### src/verilog/pfm_regs.vh
// pfm_regs.vh: register offsets, field positions and reset values of the
// pulse frequency modulator.
// assumes a 32-bit classic wishbone slave with byte-address offsets.
`ifndef PFM_REGS_VH
`define PFM_REGS_VH

// register byte offsets
`define PFM_SETTING_OFS    4'h0
`define PFM_CONTROL_OFS    4'h4
`define PFM_ADDR_W         4

// setting register fields
`define PFM_PERIOD_LSB     0
`define PFM_PERIOD_MSB     15
`define PFM_WIDTH_LSB      16
`define PFM_WIDTH_MSB      23
`define PFM_INV_BIT        24
`define PFM_WIDTH_BYTE     2
`define PFM_SETTING_RST    32'h00000000
`define PFM_SETTING_MASK   32'h01ffffff

// control register fields
`define PFM_ENABLE_BIT     0
`define PFM_OUT_STAT_BIT   1
`define PFM_ACTIVE_BIT     2

// clock option: divider exponent width
`define PFM_CLKOPT_W       2

`endif

### src/verilog/pfm_top.v
// pfm_top.v: pulse frequency modulator with a classic wishbone slave.
// assumes the wishbone master runs on CLK; the clock option is a static
// strap that selects the counting rate as CLK divided by 2**option.
//
// Decided for this implementation: the placing of the registers and the Wishbone interface to the registers.
`timescale 1ns/10ps
`include "pfm_regs.vh"

module pfm_top #(
  parameter PERIOD_W = 16,
  parameter WIDTH_W  = 8
) (
  // clock and reset
  input  wire        CLK,
  input  wire        NRST,
  // wishbone slave
  input  wire        WB_CYC_I,
  input  wire        WB_STB_I,
  input  wire        WB_WE_I,
  input  wire [3:0]  WB_ADR_I,
  input  wire [3:0]  WB_SEL_I,
  input  wire [31:0] WB_DAT_I,
  output reg  [31:0] WB_DAT_O,
  output reg         WB_ACK_O,
  // hardware option for the counting clock
  input  wire [1:0]  FREQ_MOD_CLOCK_OPTION,
  // modulated output
  output reg         FREQ_MOD_OUT
);

  ////////////////////////////////////////////////////////////////////////
  // declarations

  reg  [31:0]         freq_mod_setting_r;
  reg  [31:0]         freq_mod_setting_nxt;
  reg                 freq_mod_enable_bit_r;
  reg                 freq_mod_enable_bit_nxt;
  reg                 pend_r;
  reg                 pend_nxt;
  reg  [PERIOD_W-1:0] per_rld_r;
  reg  [PERIOD_W-1:0] per_rld_nxt;
  reg  [WIDTH_W-1:0]  wid_rld_r;
  reg  [WIDTH_W-1:0]  wid_rld_nxt;
  reg  [PERIOD_W-1:0] per_cmt_r;
  reg  [PERIOD_W-1:0] per_cmt_nxt;
  reg  [WIDTH_W-1:0]  wid_cmt_r;
  reg  [WIDTH_W-1:0]  wid_cmt_nxt;
  reg                 active_r;
  reg  [7:0]          pre_cnt_r;
  reg  [7:0]          pre_cnt_nxt;
  reg                 out_nxt;
  reg  [31:0]         rdata_nxt;
  reg                 ack_nxt;
  wire                bus_req;
  wire                wr_set;
  wire                wr_ctl;
  wire                width_byte_wr;
  wire                tick;
  wire                start;
  wire                reload;
  wire                load;
  wire [PERIOD_W-1:0] per_cnt;
  wire [WIDTH_W-1:0]  wid_cnt;
  wire                per_zero;
  wire                wid_zero;
  wire                invert_output_flag;
  wire [PERIOD_W-1:0] per_load_val;
  wire [WIDTH_W-1:0]  wid_load_val;

  ////////////////////////////////////////////////////////////////////////
  // helpers

  // merge write data into a word under byte enables
  function [31:0] merge_bytes;
    input [31:0] old_val;
    input [31:0] new_val;
    input [3:0]  sel;
    integer      i;
    begin
      merge_bytes = old_val;
      for (i = 0; i < 4; i = i + 1) begin
        if (sel[i]) begin
          merge_bytes[i*8 +: 8] = new_val[i*8 +: 8];
        end
      end
    end
  endfunction

  // decode a register hit for one offset
  function addr_hit;
    input [3:0] adr;
    input [3:0] ofs;
    begin
      addr_hit = (adr == ofs);
    end
  endfunction

  ////////////////////////////////////////////////////////////////////////
  // wishbone decode

  // one request per ack: ack drops the cycle after it was given
  assign bus_req = WB_CYC_I && WB_STB_I && !WB_ACK_O;
  assign wr_set  = bus_req && WB_WE_I &&
                   addr_hit(WB_ADR_I, `PFM_SETTING_OFS);
  assign wr_ctl  = bus_req && WB_WE_I &&
                   addr_hit(WB_ADR_I, `PFM_CONTROL_OFS);

  assign width_byte_wr = wr_set && WB_SEL_I[`PFM_WIDTH_BYTE];

  assign invert_output_flag = freq_mod_setting_r[`PFM_INV_BIT];

  ////////////////////////////////////////////////////////////////////////
  // setting register and enable

  always @* begin
    freq_mod_setting_nxt = freq_mod_setting_r;
    if (wr_set) begin
      freq_mod_setting_nxt = merge_bytes(freq_mod_setting_r, WB_DAT_I,
                                         WB_SEL_I) & `PFM_SETTING_MASK;
    end
  end

  always @* begin
    freq_mod_enable_bit_nxt = freq_mod_enable_bit_r;
    if (wr_ctl && WB_SEL_I[0]) begin
      freq_mod_enable_bit_nxt = WB_DAT_I[`PFM_ENABLE_BIT];
    end
  end

  always @(posedge CLK or negedge NRST) begin
    if (!NRST) begin
      freq_mod_setting_r    <= `PFM_SETTING_RST;
      freq_mod_enable_bit_r <= 1'b0;
    end else begin
      freq_mod_setting_r    <= freq_mod_setting_nxt;
      freq_mod_enable_bit_r <= freq_mod_enable_bit_nxt;
    end
  end

  ////////////////////////////////////////////////////////////////////////
  // committed values
  // byte writes land in the setting register at once, so readback shows
  // them, but the counters only see a width and period once the width
  // byte has been written; a half-written period never reaches them,
  // neither at the next reload nor when the block leaves standby

  always @* begin
    per_cmt_nxt = per_cmt_r;
    wid_cmt_nxt = wid_cmt_r;
    if (width_byte_wr) begin
      per_cmt_nxt = freq_mod_setting_nxt[`PFM_PERIOD_LSB +: PERIOD_W];
      wid_cmt_nxt = freq_mod_setting_nxt[`PFM_WIDTH_LSB +: WIDTH_W];
    end
  end

  always @(posedge CLK or negedge NRST) begin
    if (!NRST) begin
      per_cmt_r <= {PERIOD_W{1'b0}};
      wid_cmt_r <= {WIDTH_W{1'b0}};
    end else begin
      per_cmt_r <= per_cmt_nxt;
      wid_cmt_r <= wid_cmt_nxt;
    end
  end

  ////////////////////////////////////////////////////////////////////////
  // reload registers
  // the pending flag holds a committed update until the period wraps, so
  // a running cycle never mixes old and new values

  always @* begin
    pend_nxt    = pend_r;
    per_rld_nxt = per_rld_r;
    wid_rld_nxt = wid_rld_r;
    if (start || reload) begin
      pend_nxt    = 1'b0;
      per_rld_nxt = per_load_val;
      wid_rld_nxt = wid_load_val;
    end
    // a commit in the same cycle as a reload is kept, not lost
    if (width_byte_wr) begin
      pend_nxt = 1'b1;
    end
  end

  always @(posedge CLK or negedge NRST) begin
    if (!NRST) begin
      pend_r    <= 1'b0;
      per_rld_r <= {PERIOD_W{1'b0}};
      wid_rld_r <= {WIDTH_W{1'b0}};
    end else begin
      pend_r    <= pend_nxt;
      per_rld_r <= per_rld_nxt;
      wid_rld_r <= wid_rld_nxt;
    end
  end

  // a pending update is taken from the committed copy at the reload
  assign per_load_val = (pend_r || start) ? per_cmt_r : per_rld_r;
  assign wid_load_val = (pend_r || start) ? wid_cmt_r : wid_rld_r;

  ////////////////////////////////////////////////////////////////////////
  // counting clock
  // the input clock is a tick at CLK/2**option; the prescaler is held
  // cleared in standby so the gated clock restarts from a known phase

  always @* begin
    pre_cnt_nxt = pre_cnt_r + 8'h01;
    if (!active_r || tick) begin
      pre_cnt_nxt = 8'h00;
    end
  end

  assign tick = active_r &&
                (pre_cnt_r == ((8'h01 << FREQ_MOD_CLOCK_OPTION) - 8'h01));

  always @(posedge CLK or negedge NRST) begin
    if (!NRST) begin
      pre_cnt_r <= 8'h00;
      active_r  <= 1'b0;
    end else begin
      pre_cnt_r <= pre_cnt_nxt;
      active_r  <= freq_mod_enable_bit_r;
    end
  end

  ////////////////////////////////////////////////////////////////////////
  // counters

  assign start  = freq_mod_enable_bit_r && !active_r;
  assign reload = tick && (per_cnt <= {{(PERIOD_W-1){1'b0}}, 1'b1});
  assign load   = start || reload;

  pfm_down_counter #(
    .W (PERIOD_W)
  ) u_period (
    .clk      (CLK),
    .nrst     (NRST),
    .load     (load),
    .tick     (tick),
    .load_val (per_load_val),
    .cnt_r    (per_cnt),
    .zero     (per_zero)
  );

  pfm_down_counter #(
    .W (WIDTH_W)
  ) u_width (
    .clk      (CLK),
    .nrst     (NRST),
    .load     (load),
    .tick     (tick),
    .load_val (wid_load_val),
    .cnt_r    (wid_cnt),
    .zero     (wid_zero)
  );

  ////////////////////////////////////////////////////////////////////////
  // output
  // the pin is high (low with the invert flag) while the width counter runs, so the active time is
  // width ticks; a period of width or less reloads before it ever stops

  always @* begin
    out_nxt = invert_output_flag;
    if (active_r && freq_mod_enable_bit_r) begin
      out_nxt = (!wid_zero) ^ invert_output_flag;
    end
  end

  always @(posedge CLK or negedge NRST) begin
    if (!NRST) begin
      FREQ_MOD_OUT <= 1'b0;
    end else begin
      FREQ_MOD_OUT <= out_nxt;
    end
  end

  ////////////////////////////////////////////////////////////////////////
  // read path
  // control bits 1 and 2 are status only; writing them has no effect
  // reads have no side effect, so polling the status is safe

  always @* begin
    rdata_nxt = 32'h00000000;
    if (addr_hit(WB_ADR_I, `PFM_SETTING_OFS)) begin
      rdata_nxt = freq_mod_setting_r;
    end else if (addr_hit(WB_ADR_I, `PFM_CONTROL_OFS)) begin
      rdata_nxt[`PFM_ENABLE_BIT]   = freq_mod_enable_bit_r;
      rdata_nxt[`PFM_OUT_STAT_BIT] = FREQ_MOD_OUT;
      rdata_nxt[`PFM_ACTIVE_BIT]   = active_r;
    end
  end

  always @* begin
    ack_nxt = bus_req;
  end

  always @(posedge CLK or negedge NRST) begin
    if (!NRST) begin
      WB_ACK_O <= 1'b0;
      WB_DAT_O <= 32'h00000000;
    end else begin
      WB_ACK_O <= ack_nxt;
      if (bus_req && !WB_WE_I) begin
        WB_DAT_O <= rdata_nxt;
      end else begin
        WB_DAT_O <= 32'h00000000;
      end
    end
  end

endmodule // pfm_top

### src/verilog/pfm_down_counter.v
// pfm_down_counter.v: loadable down-counter that halts at zero.
// assumes load and tick come from the same clock domain; load wins.
`timescale 1ns/10ps

module pfm_down_counter #(
  parameter W = 16
) (
  // clock and reset
  input  wire         clk,
  input  wire         nrst,
  // control
  input  wire         load,
  input  wire         tick,
  input  wire [W-1:0] load_val,
  // state
  output reg  [W-1:0] cnt_r,
  output wire         zero
);

  reg [W-1:0] cnt_nxt;

  assign zero = (cnt_r == {W{1'b0}});

  ////////////////////////////////////////////////////////////////////////
  always @* begin
    cnt_nxt = cnt_r;
    if (load) begin
      cnt_nxt = load_val;
    end else if (tick && !zero) begin
      cnt_nxt = cnt_r - {{(W-1){1'b0}}, 1'b1};
    end
  end

  always @(posedge clk or negedge nrst) begin
    if (!nrst) begin
      cnt_r <= {W{1'b0}};
    end else begin
      cnt_r <= cnt_nxt;
    end
  end

endmodule // pfm_down_counter

### config.mk
export PLATFORM = sky130hd
export DESIGN_NAME = pfm_top
export DESIGN_NICKNAME = d
export VERILOG_FILES = /design/src/verilog/pfm_top.v /design/src/verilog/pfm_down_counter.v
export VERILOG_INCLUDE_DIRS = /design/src /design/src/verilog
export SDC_FILE = /design/constraint.sdc
export NUM_CORES = 1
export LEC_CHECK = 0
export ABC_CLOCK_PERIOD_IN_PS = 3900
export BUFFER_PORTS_ARGS = -buffer_cell sky130_fd_sc_hd__buf_2
export CAP_MARGIN = 40
export CORE_MARGIN = 4
export CORE_UTILIZATION = 40
export DETAILED_ROUTE_END_ITERATION = 10
export GPL_TIMING_DRIVEN = 0
export PLACE_DENSITY = 0.7
export SLEW_MARGIN = 20
export SYNTH_ARGS = -nofsm -noshare
export SYNTH_HDL_FRONTEND = slang
export SYNTH_HIERARCHICAL = 1
export SYNTH_SLANG_ARGS = --single-unit
### constraint.sdc
create_clock -name CLK -period 3.9 [get_ports CLK]
set_input_delay 0.78 -clock CLK [delete_from_list [all_inputs] [get_ports CLK]]
set_output_delay 0.78 -clock CLK [all_outputs]
set_load 0.005 [all_outputs]
# == After elaboration in Yosys (flattened, before gate mapping) ==
# Cells that the tools add are included.
# op_classes
bitwise_logic,1
eq_ne,2
addsub,4
magnitude_cmp,1
n_shift,1
muxes,18
reduce_logical,29
# op_table
cell,count
$mux 8,7
$mux 16,3
$mux 32,1
$mux 24,1
$mux 22,1
$le 16x1->1 const B,1
$logic_not 16->1,1
$sub 16x1->16 const B,1
$sub 8x1->8 const B,2
$logic_and 1x1->1,14
$add 8x1->8 const B,1
$eq 8x8->1,1
$logic_not 8->1,1
$shl 1x2->8 const A,1
$mux 3,2
$reduce_bool 2->1,3
$logic_not 1->1,5
$eq 4x3->1 const B,1
$logic_not 4->1,1
$logic_or 1x1->1,3
$mux 1,3
$reduce_and 2->1,1
$xor 1x1->1,1
# totals
reg_bits,142
output_inout_bits,34

# == Logic depth before layout (Yosys ltp) ==
# Gate-level depths: netlist of the first run.
# logic_depth
ltp_word,8
depth_mapped,8

# == Modules after synthesis ==
# The synthesis of the first run kept the hierarchy.
# modules_own_cells
module,seq_area_each_um2,n_inst,area_each_um2,cells_each
pfm_top,2777.7,1,4665.7,365
pfm_down_counter (u_period),400.4,1,1046.0,124
pfm_down_counter (u_width),200.2,1,528.0,58

# == Worst setup path after synthesis of the first run ==
# Ideal clock, no wire load.
# synth_path
path_kind,input to register
start,in FREQ_MOD_CLOCK_OPTION[1]
end,reg u_period.cnt_r[11]
t_required_ns,3.818
path_stages,7
setup_ns,0.082
slack_ns,1.118
arrival_time_ns,2.700
path_cell_list,nor4_2 -> a22oi_2 -> nor2_1 -> nor4b_1 -> nand2_1 -> or4_1 -> a31oi_1
# synth_between
elab_chain_cells,7
elab_cells_between_ends,9
# synth_lines
item,line,source
"start, declared",pfm_top.v:26,"input wire [1:0] FREQ_MOD_CLOCK_OPTION,"
$shl 1x2->8 (*),pfm_top.v:215,(pre_cnt_r == ((8'h01 << FREQ_MOD_CLOCK_OPTION) - 8'h01));
$sub 8x1->8 (*),pfm_top.v:215,
$eq 8x8->1 (*),pfm_top.v:215,
$logic_and 1x1->1 (*),pfm_top.v:214,assign tick = active_r &&
net tick,pfm_top.v:58,wire tick;
$logic_and 1x1->1,pfm_top.v:231,"assign reload = tick && (per_cnt <= {{(PERIOD_W-1){1'b0}}, 1'b1});"
$logic_or 1x1->1,pfm_top.v:232,assign load = start || reload;
$mux 16 / $reduce_bool 2->1 (equally long branches),n/a,
"end signal, assigned",pfm_down_counter.v:36,cnt_r <= {W{1'b0}};
"end signal, assigned",pfm_down_counter.v:38,cnt_r <= cnt_nxt;
"end, declared",pfm_down_counter.v:16,"output reg [W-1:0] cnt_r,"
# Mark *: on every way through the listed nets, which the timed path passes. The rest lies on a longest branch.
# A chain may end at the register's enable or synchronous reset.

# == Worst setup path in the final report of the first run ==
# Same ends and word-level chain as after synthesis.

==> summary.md, run 1 <==
| Metric | Value |
|---|---|
| Post-route cell area | 7480 um^2 |
| Post-Syn Area | 6240 um^2 |
| Gate power share | 17.5% |
| Final Slew Violations | 0 |
| Static Leak | 3.68 nW |
| Cts bufs inserted | 17 |
| Vias in the first global route | 4762 |
| Hold Path Class | in -> async |
| CP Launch Point | FREQ_MOD_CLOCK_OPTION[1] |
| Drt initial violations | 302 |
| First-pass GRT wire length | 23500 um |
| Fill cells | 1360 |
| Inst Count DP | 827 |
| Synthesized area per cell | 11.4 um^2 |
| Hold Fails Final Rpt | 0 |
| Vert. Die Dim | 133 um |
| Yosys warns | 6 |
| Post-CTS Hold Buffers | 0 |
| Vias/cell | 5.32 |
| Post-CTS Setup Repair Bufs | 0 |
| Sequential power share | 42.0% |
| Largest net degree at the start of global routing | 89 |
| Clk network pwr share | 40.5% |
| Fmax | 0.329 GHz |
| # IOs | 81 |
| Core area | 15300 um^2 |
| Diode count | 0 |
| Layout cell share with drive strength beyond 1 | 31.0% |
| Layout Skew | 0.00886 ns |
| # clock sinks | 135 |
| Gate count of the mapped netlist | 546 |
| Worst EP required | 4.23 ns |
| Switching Power | 1.16 mW |
| Post-route non-filler standard cell count | 859 |
| Post-DRT Antenna Nets | 0 |
| Initial DRT Pass Iterations | 5 |
| Port bufs | 63 |
| Sum of negative setup slack | 0 ns |
| CTS tree | done |
| Initial antenna violation count | 0 |
| Final worst path period share | 77.9% |
| Setup violators final | 0 |
| Worst slew pin tran | 0.768 ns |
| Synth-to-layout area growth | 20.0% |
| Cell-internal power | 2.91 mW |
| Crit end category | flop |
| Register area | 3380 um^2 |
| R2r startpoint | pre_cnt_r[4] |
| Row count | 45 |
| Die Wd | 133 um |
| Root buf cell | clkbuf_16 |
| Final HPWL DP | 9520 um |
| Reg2Reg Capture Point | u_period/cnt_r[11] |
| Tot GR Track Use | 16.4% |
| Final #Nets | 686 |
| CTS Buffer Depth | 2 |
| Drt total wl | 13900 um |
| RSZ-0062 raised after global routing | no |
| Die area | 17700 um^2 |
| Clk_lat worst skew | 0.42 ns |
| # DRC | 0 |
| Initial Utilization | 40.9% |
| Status | finished clean |
| IR Drop Worst-Case VDD | 328 uV |
| DR WL/cell | 16.1 um |
| Min cycle time layout | 3.04 ns |
| Area occupied by multi-input gates | 2660 um^2 |
| Post-CTS Resized | 0 |
| Switching share of power | 28.5% |
| Crit path kind | in -> reg |
| GRT overflow | 0 |
| Max-cap violation count | 0 |
| DR vias | 4566 |
| Crit Path Max Fanout | 11 |
| Setup crit start kind | input port |
| Pwr dens | 544 nW/um^2 |
| R2r setup slk | 0.88 ns |
| Dpl cell area | 6880 um^2 |
| CTS H-tree lvls | 4 |
| Critical Path End | u_period/cnt_r[11] |
| Reg2Reg Depth | 7 |
| Worst-path clk slew | 0.06 ns |
| Max_slew headroom | 48.6% |
| CP arrival | 3.37 ns |
| GP Congestion | 0.836 |
worst max-delay path, cell delays in order:
cell and delay (ns):
buf_2 0.12, nor4_2 0.28, a22oi_2 0.17, nor2_1 0.62, nor4b_1 0.40, nand2_1 0.27, or4_1 0.53, a31oi_1 0.18
per-stage QoR:
step	setup WS [ns]	hold WS (ns)	util [%]	total power [mW]
2_1_floorplan	1.12	0.422	-	2.21
3_3_place_gp	0.328	0.447	44.8	2.37
3_5_place_dp	0.481	0.455	45.1	2.42
4_1_cts	0.859	0.258	49.0	4.09
5_1_grt	0.698	0.273	49.0	4.27
6_report	0.860	0.258	49.0	4.07
sequential cells by signal, indices dropped and copies added, names as in the netlist:
name                   cells
u_period/cnt_r            16
freq_mod_enable_bit_r      1
active_r                   1
wid_rld_r                  8
FREQ_MOD_OUT               1
WB_ACK_O                   1
u_width/cnt_r              8
wid_cmt_r                  8
WB_DAT_O                  25
pend_r                     1
pre_cnt_r                  8
per_rld_r                 16
freq_mod_setting_r        25
per_cmt_r                 16
metal layers:
metal / share of wire [%] / wire (um) / up-vias / GRT usage [%]
met1: 43 / 5970 / 2296 / 20.6
met4: 2.4 / 338 / 0 / 6.24
li1: - / - / 2114 / -
met5: 0 / 0 / - / 0
met3: 4.5 / 627 / 32 / 4.18
met2: 50 / 6920 / 124 / 27.4
area by class of cell:
class / count / area share (%)
buffer: 29 / 2.31
clock buffer: 21 / 6.15
clock inverter: 11 / 1.97
inverter: 12 / 0.602
multi-input combinational: 376 / 35.6
sequential: 135 / 45.1
tap: 211 / 3.53
timing repair buffer: 64 / 4.71
worst min path at each step:
stage / slack, ns / start / end
global route: 0.27 / NRST / pre_cnt_r[6]
finish: 0.26 / NRST / pre_cnt_r[7]
CTS: 0.26 / NRST / pre_cnt_r[7]
detailed placement: 0.46 / freq_mod_setting_r[17] / freq_mod_setting_r[17]
global placement: 0.45 / freq_mod_enable_bit_r / active_r
floorplan: 0.42 / freq_mod_enable_bit_r / active_r
power groups by stage:
stage / sequential, mW / combinational [mW] / clock [mW]
detailed placement: 1.72 / 0.701 / 0
global placement: 1.71 / 0.661 / 0
floorplan: 1.68 / 0.531 / 0
CTS: 1.70 / 0.711 / 1.68
global route: 1.73 / 0.788 / 1.75
finish: 1.71 / 0.713 / 1.65
layout by cell type (no fill, tap or decap), types with 11 or more instances in the layout:
cell	count
mux2i_1	13
nor2_1	32
clkbuf_16	17
a31oi_1	11
nor3_1	16
clkbuf_1	13
mux2_2	75
inv_1	11
nand2_1	70
o21ai_0	14
buf_2	68
dfrtp_1	135
and2_1	24
No activity file was read; power rests on OpenSTA's default activity.
==> inputs of run 2 (changes only) <==
--- a/config.mk
+++ b/config.mk
@@ -6,14 +6,15 @@
 export SDC_FILE = /design/constraint.sdc
 export NUM_CORES = 1
 export LEC_CHECK = 0
-export ABC_CLOCK_PERIOD_IN_PS = 3900
+export ABC_AREA = 1
+export ABC_CLOCK_PERIOD_IN_PS = 3160
 export BUFFER_PORTS_ARGS = -buffer_cell sky130_fd_sc_hd__buf_2
 export CAP_MARGIN = 40
 export CORE_MARGIN = 4
 export CORE_UTILIZATION = 40
 export DETAILED_ROUTE_END_ITERATION = 10
 export GPL_TIMING_DRIVEN = 0
-export PLACE_DENSITY = 0.7
+export PLACE_DENSITY = 0.69
 export SLEW_MARGIN = 20
 export SYNTH_ARGS = -nofsm -noshare
 export SYNTH_HDL_FRONTEND = slang
==> constraint.sdc (replaced) <==
create_clock -name CLK -period 3.16 [get_ports CLK]
set_input_delay 0.632 -clock CLK [delete_from_list [all_inputs] [get_ports CLK]]
set_output_delay 0.632 -clock CLK [all_outputs]
set_load 0.005 [all_outputs]
==> run 2 against run 1 <==
Synthesized area up 5.8%. Sequential share of layout area down 1.9 points. Combinational power up 82%. Largest cell class unchanged. Highest routed layer unchanged. Die area up 5.5%. Largest power group unchanged. Core utilization down 0.25 points.
==> summary.md, run 2 <==
| Metric | Value |
|---|---|
| Vias/cell | 4.81 (-9.5%) |
| CP Cell Sequence | nor3_1 > nand2_1 > nor2_1 > nand3_4 > nand2_4 > buf_6 > inv_2 > buf_2 > or2_2 > nand3_2 > nand2_1 |
| Layout Skew | 0.00868 ns (-0.000184 ns) |
| Initial antenna violation count | 0 (unchanged) |
| CTS tree | done |
| Final HPWL DP | 11000 um (+16%) |
| Synth-to-layout area growth | 18.3% |
| GRT overflow | 0 (unchanged) |
| DR WL/cell | 13.8 um (-14%) |
| CTS H-tree lvls | 4 (unchanged) |
| Clk_lat worst skew | 0.42 ns (about the same) |
| GP Congestion | 0.859 (+2.8%) |
| Static Leak | 4.05 nW (+10%) |
| CP arrival | 2.59 ns (-0.78 ns) |
| Layout cell share with drive strength beyond 1 | 21.0% (-10 points) |
| Largest net degree at the start of global routing | 95 (+6.7%) |
| Gate count of the mapped netlist | 789 (+45%) |
| Hold Path Class | in -> async |
| Delay-heaviest family, CP | simple AND/OR/NAND/NOR gates |
| Root buf cell | clkbuf_16 |
| CP most frequent cell | nand2_1 |
| Biggest regs | WB_DAT_O: 25 flops, freq_mod_setting_r: 25 flops |
| Diode count | 0 (unchanged) |
| Area occupied by multi-input gates | 2770 um^2 (+3.9%) |
| CTS Buffer Depth | 2 (unchanged) |
| Max-cap violation count | 0 (unchanged) |
| Max_slew headroom | 51.4% (+2.8 points) |
| Fmax | 0.437 GHz |
| Worst slew pin tran | 0.722 ns (-0.0456 ns) |
| Setup crit start kind | flop |
| First-pass GRT wire length | 26300 um (+12%) |
| Commonest non-fill, non-tap cell in the layout | nand2_1 |
| Port bufs | 64 (+1.6%) |
| Row count | 46 (+2.2%) |
| Post-CTS Hold Buffers | 0 (unchanged) |
| Final worst path period share | 72.4% |
| Crit path kind | reg -> reg |
| R2r startpoint | u_period/cnt_r[15] |
| # DRC | 0 (unchanged) |
| Post-Syn Area | 6600 um^2 (+5.8%) |
| Die Wd | 136 um (+2.7%) |
| Synthesized area per cell | 8.37 um^2 (-27%) |
| Die area | 18600 um^2 (+5.5%) |
| Crit end category | flop |
| Most frequent cells in the layout | nand2_1, dfrtp_1, nor2_1 |
| Drt total wl | 15300 um (+10%) |
| Setup violators final | 0 (unchanged) |
| Tot GR Track Use | 17.8% (+1.4 points) |
| CP Launch Point | u_period/cnt_r[15] |
| Slowest cell on crit path | dfrtp_1 |
| Buffers & Inverters on Critical Path | 3 (+2) |
| Final Slew Violations | 0 (unchanged) |
| Pwr dens | 683 nW/um^2 (+26%) |
| Critical path's largest stage delay | 0.42 ns (-0.20 ns) |
| Final Core Density | 48.8% (-0.25 points) |
| RSZ-0062 raised after global routing | no |
| Post-DRT Antenna Nets | 0 (unchanged) |
| Final #Nets | 930 (+36%) |
| Yosys warns | 6 (unchanged) |
| Initial DRT Pass Iterations | 7 (+2) |
| Post-route cell area | 7810 um^2 (+4.3%) |
| Min cycle time layout | 2.29 ns |
| Vert. Die Dim | 136 um (+2.7%) |
| Crit Path Max Fanout | 18 (+7) |
| Vias in the first global route | 5329 (+12%) |
| Status | finished clean |
| IR Drop Worst-Case VDD | 401 uV (+22%) |
| Post-CTS Setup Repair Bufs | 0 (unchanged) |
| Initial Utilization | 41.2% (+0.38 points) |
| Dpl cell area | 7250 um^2 (+5.5%) |
| Post-CTS Resized | 0 (unchanged) |
| Worst-path clk slew | 0.06 ns (about the same) |
| # IOs | 81 (unchanged) |
| Final WS setup | 0.874 ns (+0.0132 ns) |
| Hold Fails Final Rpt | 0 (unchanged) |
| Core area | 16000 um^2 (+4.9%) |
| Register area | 3380 um^2 (unchanged) |
| Place WS | 0.608 ns (+0.127 ns) |
| DR vias | 5330 (+17%) |
| # clock sinks | 135 (unchanged) |
| Worst EP required | 3.46 ns (-0.77 ns) |
| Fill cells | 1558 (+15%) |
| Drt initial violations | 398 (+32%) |
| Cts bufs inserted | 17 (unchanged) |
## run 2: worst paths after layout
path / endpoint / slack (ns) / cells after the start
worst min-delay path: WB_DAT_O[5] / 0.1 / 1
worst min register to register: WB_ACK_O / 0.46 / 1
max in group asynchronous: u_width/cnt_r[1] / 2.32 / 2
worst max register to register: u_period/cnt_r[14] / 0.87 / 11
worst max-delay path: u_period/cnt_r[14] / 0.87 / 11
min in group CLK: freq_mod_setting_r[24] / 0.41 / 2
## run 2: report_power, final
group	switching [mW]	internal (mW)
logic	0.811	0.492
clock network	0.772	1.09
registers	0.213	1.96
total	1.80	3.54
## run 2: per-stage QoR
| step | total power [mW] | hold slack, ns | TNS [ns] | std cells |
|---|---|---|---|---|
| detailed placement | 3.49 | 0.451 | 0 | 1076 |
| global route | 5.71 | 0.114 | 0 | 1108 |
| CTS | 5.36 | 0.107 | 0 | 1108 |
| floorplan | 3.16 | 0.336 | 0 | 795 |
| global placement | 3.45 | 0.443 | -58.66 | 1075 |
| finish | 5.33 | 0.0985 | 0 | 1108 |
## run 2: layer usage
layer	up-vias	part of all wire [%]	track usage [%]
met5	-	0	0
met1	2528	46	24.1
met3	9	4.1	4.44
met4	0	1.1	4.37
met2	97	49	28.8
li1	2696	-	-
## run 2: worst reg2reg max path, cell delays in order (launching register included)
cell and delay, ns:
dfrtp_1 0.42, nor3_1 0.22, nand2_1 0.08, nor2_1 0.22, nand3_4 0.17, nand2_4 0.15, buf_6 0.20, inv_2 0.09
buf_2 0.19, or2_2 0.30, nand3_2 0.07, nand2_1 0.04
## run 2: cell type report
cell class                      count  area share [%]
Multi-Input combinational cell    561            35.4
Timing Repair Buffer               65            4.58
Clock inverter                     14            1.63
Tap cell                          216            3.46
Inverter                           63            3.04
Buffer                             36            3.08
Clock buffer                       18            5.50
Sequential cell                   135            43.3
